<file path="config.mk">
export PLATFORM = sky130hd
export DESIGN_NAME = jdc_config_regs
export DESIGN_NICKNAME = d
export VERILOG_FILES = /design/src/jdc_pkg.sv /design/src/jdc_config_regs.sv /design/src/jdc_field.sv
export SDC_FILE = /design/constraint.sdc
export NUM_CORES = 1
export LEC_CHECK = 0
export ABC_AREA = 1
export BUFFER_PORTS_ARGS = -buffer_cell sky130_fd_sc_hd__buf_2
export CAP_MARGIN = 20
export CORE_ASPECT_RATIO = 1.1
export CORE_UTILIZATION = 39
export CTS_CLUSTER_SIZE = 25
export DETAILED_ROUTE_END_ITERATION = 10
export PLACE_DENSITY = 0.95
export SETUP_SLACK_MARGIN = 0.02
export SKIP_LAST_GASP = 1
export SLEW_MARGIN = 10
export SYNTH_ARGS = -nofsm -noshare
export SYNTH_HDL_FRONTEND = slang
export SYNTH_SLANG_ARGS = --single-unit
</file>
<file path="constraint.sdc">
create_clock -name hclk -period 2.6 [get_ports hclk]
set_clock_uncertainty 0.2 [all_clocks]
set_input_delay 0.13 -clock hclk [delete_from_list [all_inputs] [get_ports hclk]]
set_output_delay 0.13 -clock hclk [all_outputs]
set_load 0.03 [all_outputs]
</file>
<file path="src/jdc_pkg.sv">
package jdc_pkg;

  // ----------------------------------------------------------------
  // Register map
  // ----------------------------------------------------------------
  localparam logic [7:0]  JDC_REG_INDEX = 8'h1a;
  localparam logic [31:0] JDC_REG_ADDR  = {22'h000000, JDC_REG_INDEX, 2'b00};
  localparam logic [7:0]  JDC_RESET     = 8'h00;

  // ----------------------------------------------------------------
  // Field layout
  // ----------------------------------------------------------------
  localparam int JDC_RSV_HI_BIT = 7;
  localparam int JDC_THR_BIT    = 6;
  localparam int JDC_IMP_MSB    = 5;
  localparam int JDC_IMP_LSB    = 4;
  localparam int JDC_CPL_BIT    = 3;
  localparam int JDC_CUR_BIT    = 2;
  localparam int JDC_EN_BIT     = 1;
  localparam int JDC_RSV_LO_BIT = 0;

  localparam logic       JDC_THR_RST = 1'b0;
  localparam logic [1:0] JDC_IMP_RST = 2'h0;
  localparam logic       JDC_CPL_RST = 1'b0;
  localparam logic       JDC_CUR_RST = 1'b0;
  localparam logic       JDC_EN_RST  = 1'b0;

  // ----------------------------------------------------------------
  // Impedance codes and limits in ohms
  // ----------------------------------------------------------------
  localparam logic [1:0]  JDC_IMP_150  = 2'h0;
  localparam logic [1:0]  JDC_IMP_100  = 2'h1;
  localparam logic [1:0]  JDC_IMP_50   = 2'h2;
  localparam logic [1:0]  JDC_IMP_RSVD = 2'h3;

  localparam logic [10:0] JDC_OHM_MIC_LOW     = 11'h320; // 800
  localparam logic [10:0] JDC_OHM_HOOK_LOW_AC = 11'h140; // 320
  localparam logic [10:0] JDC_OHM_HOOK_LOW_DC = 11'h096; // 150
  localparam logic [10:0] JDC_OHM_HOOK_HIGH   = 11'h2a8; // 680
  localparam logic [10:0] JDC_OHM_MIC_HIGH_AC = 11'h546; // 1350
  localparam logic [10:0] JDC_OHM_MIC_HIGH_DC = 11'h6d6; // 1750
  localparam logic [7:0]  JDC_OHM_INS_150     = 8'h96;
  localparam logic [7:0]  JDC_OHM_INS_100     = 8'h64;
  localparam logic [7:0]  JDC_OHM_INS_50      = 8'h32;
  localparam logic [7:0]  JDC_OHM_INS_NONE    = 8'h00;

endpackage

</file>
<file path="src/jdc_config_regs.sv">
module jdc_config_regs (
  input  wire logic        hclk,
  input  wire logic        hresetn,
  input  wire logic        hsel,
  input  wire logic [31:0] haddr,
  input  wire logic [1:0]  htrans,
  input  wire logic        hwrite,
  input  wire logic [2:0]  hsize,
  input  wire logic [31:0] hwdata,
  input  wire logic        hready,
  output logic             hreadyout,
  output logic             hresp,
  output logic      [31:0] hrdata,
  input  wire logic        external_resistor_type,
  output logic             hook_threshold_select,
  output logic      [1:0]  hook_insert_min_impedance,
  output logic             headphone_coupling_select,
  output logic             double_sense_current,
  output logic             headset_detect_enable,
  output logic      [10:0] hook_max_ohms,
  output logic      [10:0] mic_min_ohms,
  output logic      [7:0]  insert_min_ohms
);

  // ----------------------------------------------------------------
  // Bus phase tracking
  // ----------------------------------------------------------------
  logic        accept;
  logic        hit;
  logic        wr_pend_reg;
  logic        wr_pend_next;
  logic        wr_now;
  logic [31:0] hrdata_reg;
  logic [31:0] hrdata_next;
  logic [7:0]  cfg_image;
  logic [7:0]  fwd_image;

  assign accept    = hsel & hready & htrans[1];
  assign hit       = (haddr == jdc_pkg::JDC_REG_ADDR);
  assign wr_now    = wr_pend_reg;
  assign hreadyout = 1'b1;
  assign hresp     = 1'b0;
  assign hrdata    = hrdata_reg;

  always_comb begin
    wr_pend_next = accept & hwrite & hit;
    fwd_image    = jdc_pkg::JDC_RESET;
    fwd_image[jdc_pkg::JDC_IMP_MSB:jdc_pkg::JDC_CUR_BIT] =
      hwdata[jdc_pkg::JDC_IMP_MSB:jdc_pkg::JDC_CUR_BIT];
    fwd_image[jdc_pkg::JDC_THR_BIT] = hwdata[jdc_pkg::JDC_THR_BIT];
    fwd_image[jdc_pkg::JDC_EN_BIT]  = hwdata[jdc_pkg::JDC_EN_BIT];
    hrdata_next = 32'h00000000;
    // Forward a write still in its data phase so a back-to-back read sees it
    if (accept && !hwrite && hit) begin
      hrdata_next[7:0] = wr_now ? fwd_image : cfg_image;
    end
  end

  always_ff @(posedge hclk or negedge hresetn) begin
    if (!hresetn) begin
      wr_pend_reg <= 1'b0;
      hrdata_reg  <= 32'h00000000;
    end else begin
      wr_pend_reg <= wr_pend_next;
      hrdata_reg  <= hrdata_next;
    end
  end

  // ----------------------------------------------------------------
  // Configuration fields
  // ----------------------------------------------------------------
  jdc_field #(.W(1), .RST(jdc_pkg::JDC_THR_RST)) u_thr (
    .clk   (hclk),
    .rst_n (hresetn),
    .we    (wr_now),
    .d     (hwdata[jdc_pkg::JDC_THR_BIT]),
    .q     (hook_threshold_select)
  );

  // Reserved code 3 is stored as written; the decode below treats it as no limit
  jdc_field #(.W(2), .RST(jdc_pkg::JDC_IMP_RST)) u_imp (
    .clk   (hclk),
    .rst_n (hresetn),
    .we    (wr_now),
    .d     (hwdata[jdc_pkg::JDC_IMP_MSB:jdc_pkg::JDC_IMP_LSB]),
    .q     (hook_insert_min_impedance)
  );

  jdc_field #(.W(1), .RST(jdc_pkg::JDC_CPL_RST)) u_cpl (
    .clk   (hclk),
    .rst_n (hresetn),
    .we    (wr_now),
    .d     (hwdata[jdc_pkg::JDC_CPL_BIT]),
    .q     (headphone_coupling_select)
  );

  jdc_field #(.W(1), .RST(jdc_pkg::JDC_CUR_RST)) u_cur (
    .clk   (hclk),
    .rst_n (hresetn),
    .we    (wr_now),
    .d     (hwdata[jdc_pkg::JDC_CUR_BIT]),
    .q     (double_sense_current)
  );

  jdc_field #(.W(1), .RST(jdc_pkg::JDC_EN_RST)) u_en (
    .clk   (hclk),
    .rst_n (hresetn),
    .we    (wr_now),
    .d     (hwdata[jdc_pkg::JDC_EN_BIT]),
    .q     (headset_detect_enable)
  );

  always_comb begin
    cfg_image = jdc_pkg::JDC_RESET;
    cfg_image[jdc_pkg::JDC_THR_BIT] = hook_threshold_select;
    cfg_image[jdc_pkg::JDC_IMP_MSB:jdc_pkg::JDC_IMP_LSB] = hook_insert_min_impedance;
    cfg_image[jdc_pkg::JDC_CPL_BIT] = headphone_coupling_select;
    cfg_image[jdc_pkg::JDC_CUR_BIT] = double_sense_current;
    cfg_image[jdc_pkg::JDC_EN_BIT]  = headset_detect_enable;
  end

  // ----------------------------------------------------------------
  // Strap synchroniser and limit decode
  // ----------------------------------------------------------------
  logic        ext_s1_reg;
  logic        ext_s2_reg;
  logic [10:0] hook_reg;
  logic [10:0] hook_next;
  logic [10:0] mic_reg;
  logic [10:0] mic_next;
  logic [7:0]  ins_reg;
  logic [7:0]  ins_next;

  always_comb begin
    if (hook_threshold_select) begin
      hook_next = jdc_pkg::JDC_OHM_HOOK_HIGH;
      mic_next  = headphone_coupling_select ? jdc_pkg::JDC_OHM_MIC_HIGH_DC
                                            : jdc_pkg::JDC_OHM_MIC_HIGH_AC;
    end else begin
      mic_next  = jdc_pkg::JDC_OHM_MIC_LOW;
      hook_next = headphone_coupling_select ? jdc_pkg::JDC_OHM_HOOK_LOW_DC
                                            : jdc_pkg::JDC_OHM_HOOK_LOW_AC;
    end
    // Field is meaningless with the other resistor type
    if (ext_s2_reg) begin
      ins_next = jdc_pkg::JDC_OHM_INS_NONE;
    end else begin
      case (hook_insert_min_impedance)
        jdc_pkg::JDC_IMP_150: ins_next = jdc_pkg::JDC_OHM_INS_150;
        jdc_pkg::JDC_IMP_100: ins_next = jdc_pkg::JDC_OHM_INS_100;
        jdc_pkg::JDC_IMP_50:  ins_next = jdc_pkg::JDC_OHM_INS_50;
        default:              ins_next = jdc_pkg::JDC_OHM_INS_NONE;
      endcase
    end
  end

  always_ff @(posedge hclk or negedge hresetn) begin
    if (!hresetn) begin
      ext_s1_reg <= 1'b0;
      ext_s2_reg <= 1'b0;
      hook_reg   <= jdc_pkg::JDC_OHM_HOOK_LOW_AC;
      mic_reg    <= jdc_pkg::JDC_OHM_MIC_LOW;
      ins_reg    <= jdc_pkg::JDC_OHM_INS_150;
    end else begin
      ext_s1_reg <= external_resistor_type;
      ext_s2_reg <= ext_s1_reg;
      hook_reg   <= hook_next;
      mic_reg    <= mic_next;
      ins_reg    <= ins_next;
    end
  end

  assign hook_max_ohms   = hook_reg;
  assign mic_min_ohms    = mic_reg;
  assign insert_min_ohms = ins_reg;
endmodule

</file>
<file path="src/jdc_field.sv">
module jdc_field #(
  parameter int unsigned    W   = 1,
  parameter logic [W-1:0]   RST = '0
) (
  input  wire logic         clk,
  input  wire logic         rst_n,
  input  wire logic         we,
  input  wire logic [W-1:0] d,
  output logic      [W-1:0] q
);

  logic [W-1:0] val_reg;
  logic [W-1:0] val_next;

  always_comb begin
    val_next = we ? d : val_reg;
  end

  always_ff @(posedge clk or negedge rst_n) begin
    if (!rst_n) begin
      val_reg <= RST;
    end else begin
      val_reg <= val_next;
    end
  end

  assign q = val_reg;

endmodule

</file>
==> results.yml <==
drt:
  wl_per_cell_um: 8.52
  first_iter_violations: 24
  vias: 1232
  drt-total-wl_um: 2670
  via_per_inst: 3.92
  drt_pre_antenna_iters: 4
  ant_nets: 0
  drcViolationCount: 0
timing:
  final_hold_viol_count: 0
  worstMarginPinSlew_ns: 0.582
  rsz0062_at_grt: "no"
  fmax_ghz: 0.481
  finalCritPeriodShare_pct: 79.9
  finalCriticalPeriod_ns: 2.08
  setup_tns_ns: 0
  slew_viol_final: 0
  setup_slack_ns: 0.522
  setup-violations-final: 0
  relSlewSlack_pct: 61.2
worst_setup_path:
  r2r_cells: 4
  crit_arrival_ns: 2.08
  cp-end-kind: "register"
  path_class: "primary input to register"
  reg2reg_slack_ns: 1.35
  start_kind: "primary input"
  cp_max_fo: 2
  reg2reg_from: "u_imp.q[0]$_DFFE_PN0P_"
  r2r-end: "insert_min_ohms[5]$_DFF_PN0_"
  cp_data_required_time_ns: 2.60
placement:
  io_buffers: 80
  placedCellCount: 299
  gp_congestion: 0.711
  placed_cell_area_um2: 1780
  dpl.hpwl_um: 2140
  dp_slack_ns: 1.35
power:
  peakVddDrop_mv: 0.249
  power_density_nw_per_um2: 430
  p_leak_uw: 0.00124
  total_power_uw: 837
floorplanning:
  die_x_um: 62.0
  io_pins: 145
  die_area_um2: 4210
  coreArea_um2: 3710
  die_h_um: 68.0
  initial_core_util_pct: 41.6
  num_rows: 23
clock_tree:
  clkSinkCount: 28
  clk_pin_slew_ns: 0.09
  cts_tree: "yes"
  clock_latency_ns: 0.26
  post-cts-setup-buffer-count: 0
  cts-buffers-inserted: 3
  root_buffer: "clkbuf_8"
  h-tree-depth: 1
  clk_path_buf_depth: 2
synth:
  synth_cells: 183
  ys_ff_latch: 28
  seq_area_frac_synth_pct: 45.9
  synth.yosys.warnings: 0
  avgSynthCellArea_um2: 8.44
  synth_area_um2: 1540
  synth_cell_types: 17
global_route:
  grt_pass1_vias: 975
  overflow: 0
  grt_pass1_wl_um: 3850
  grt_usage_pct: 12.8
  grt_max_degree: 29
  antenna_found_initial: 0
min_path:
  min_from: "haddr[28]"
  whs_endpoint: "hrdata[5]$_DFF_PN0_"
  holdPathStages: 6
  hold_class: "primary input to register"
layout:
  final_common_cell: "buf_2"
  final_cell_mix: "buf_2, inv_1, conb_1"
  diodes: 0
  drive_gt1_share_pct: 36.4
  syn_to_final_growth_pct: 26.3
  largest_reg_flops: 6
  stdcell_area_um2: 1950
  fin_nets: 345
  fin_cells: 314
flow_run:
  maxCapViolations: 0
status:
  status: "completed"
-- repair_timing --
item | CTS | global route
hold buffers | 11 | 0
endpoints found under the hold margin | 29 | 0
resized for setup | 0 | 0
-- power breakdown --
group,internal (uW),switching (uW)
logic,41.8,101
registers,441,1.61
clock network,135,117
total,618,220
-- cells by family after synthesis --
logic type               share of synthesized area, %
buffers and inverters                            31.4
AND/OR/NAND/NOR                                  16.1
AO/OA/AOI/OAI                                    1.94
adder cells (fa/ha/maj)                          4.05
other                                           0.486
flip-flops                                       45.9
-- area by class of cell --
class	instances	area (um^2)
fillers	320	1760
flip-flops and latches	28	709
repair buffers	91	510
inverters	38	143
multi-input cells	103	469
well taps	50	62.6
clock buffers	4	55.1
-- worst max-delay path: stages --
cell and delay (ns):
dlygate4sd3_1 0.52, buf_2 0.11, nand4_1 0.07, dlygate4sd3_1 0.57, nor2_1 0.12, dlygate4sd3_1 0.55
-- cells in the mapped netlist, drive strengths merged --
| library cell | number | area [um^2] |
|---|---|---|
| conb | 2 | 7.51 |
| buf | 46 | 343 |
| or2 | 1 | 6.26 |
| o21ai | 6 | 30.0 |
| inv | 38 | 143 |
| nand4 | 2 | 18.8 |
| nand2 | 22 | 82.6 |
| dfstp | 7 | 184 |
| nor2 | 30 | 120 |
| ha | 5 | 62.6 |
| dfrtp | 21 | 526 |
| and2 | 1 | 6.26 |
| nand3 | 2 | 15.0 |
-- stage by stage --
stage	util, %	hold WS, ns
4_1_cts	52.5	0.0857
2_1_floorplan	-	-0.366
3_3_place_gp	48.1	-0.0524
5_1_grt	52.5	0.0979
3_5_place_dp	48.1	-0.0469
6_report	52.5	0.0793
-- how the worst max path moves through the flow --
stage                            from                            to  slack, ns
3_5_place_dp   u_imp.q[0]$_DFFE_PN0P_  insert_min_ohms[5]$_DFF_PN0_       1.35
6_report                       hwrite              wr_now$_DFF_PN0_       0.52
3_3_place_gp   u_imp.q[0]$_DFFE_PN0P_  insert_min_ohms[2]$_DFF_PN1_       1.40
4_1_cts                        hwrite              wr_now$_DFF_PN0_       0.57
5_1_grt                        hwrite              wr_now$_DFF_PN0_       0.46
2_1_floorplan  u_imp.q[0]$_DFFE_PN0P_  insert_min_ohms[5]$_DFF_PN0_       1.24
-- routing by layer --
metal / up-vias / share of wire (%) / GRT usage (%)
li1: 603 / - / -
met1: 541 / 32 / 10.5
met2: 82 / 56 / 25.9
met3: 6 / 8.3 / 1.89
met4: 0 / 3.0 / 9.17
met5: - / 0 / 0
No activity file was read; power rests on OpenSTA's default activity.
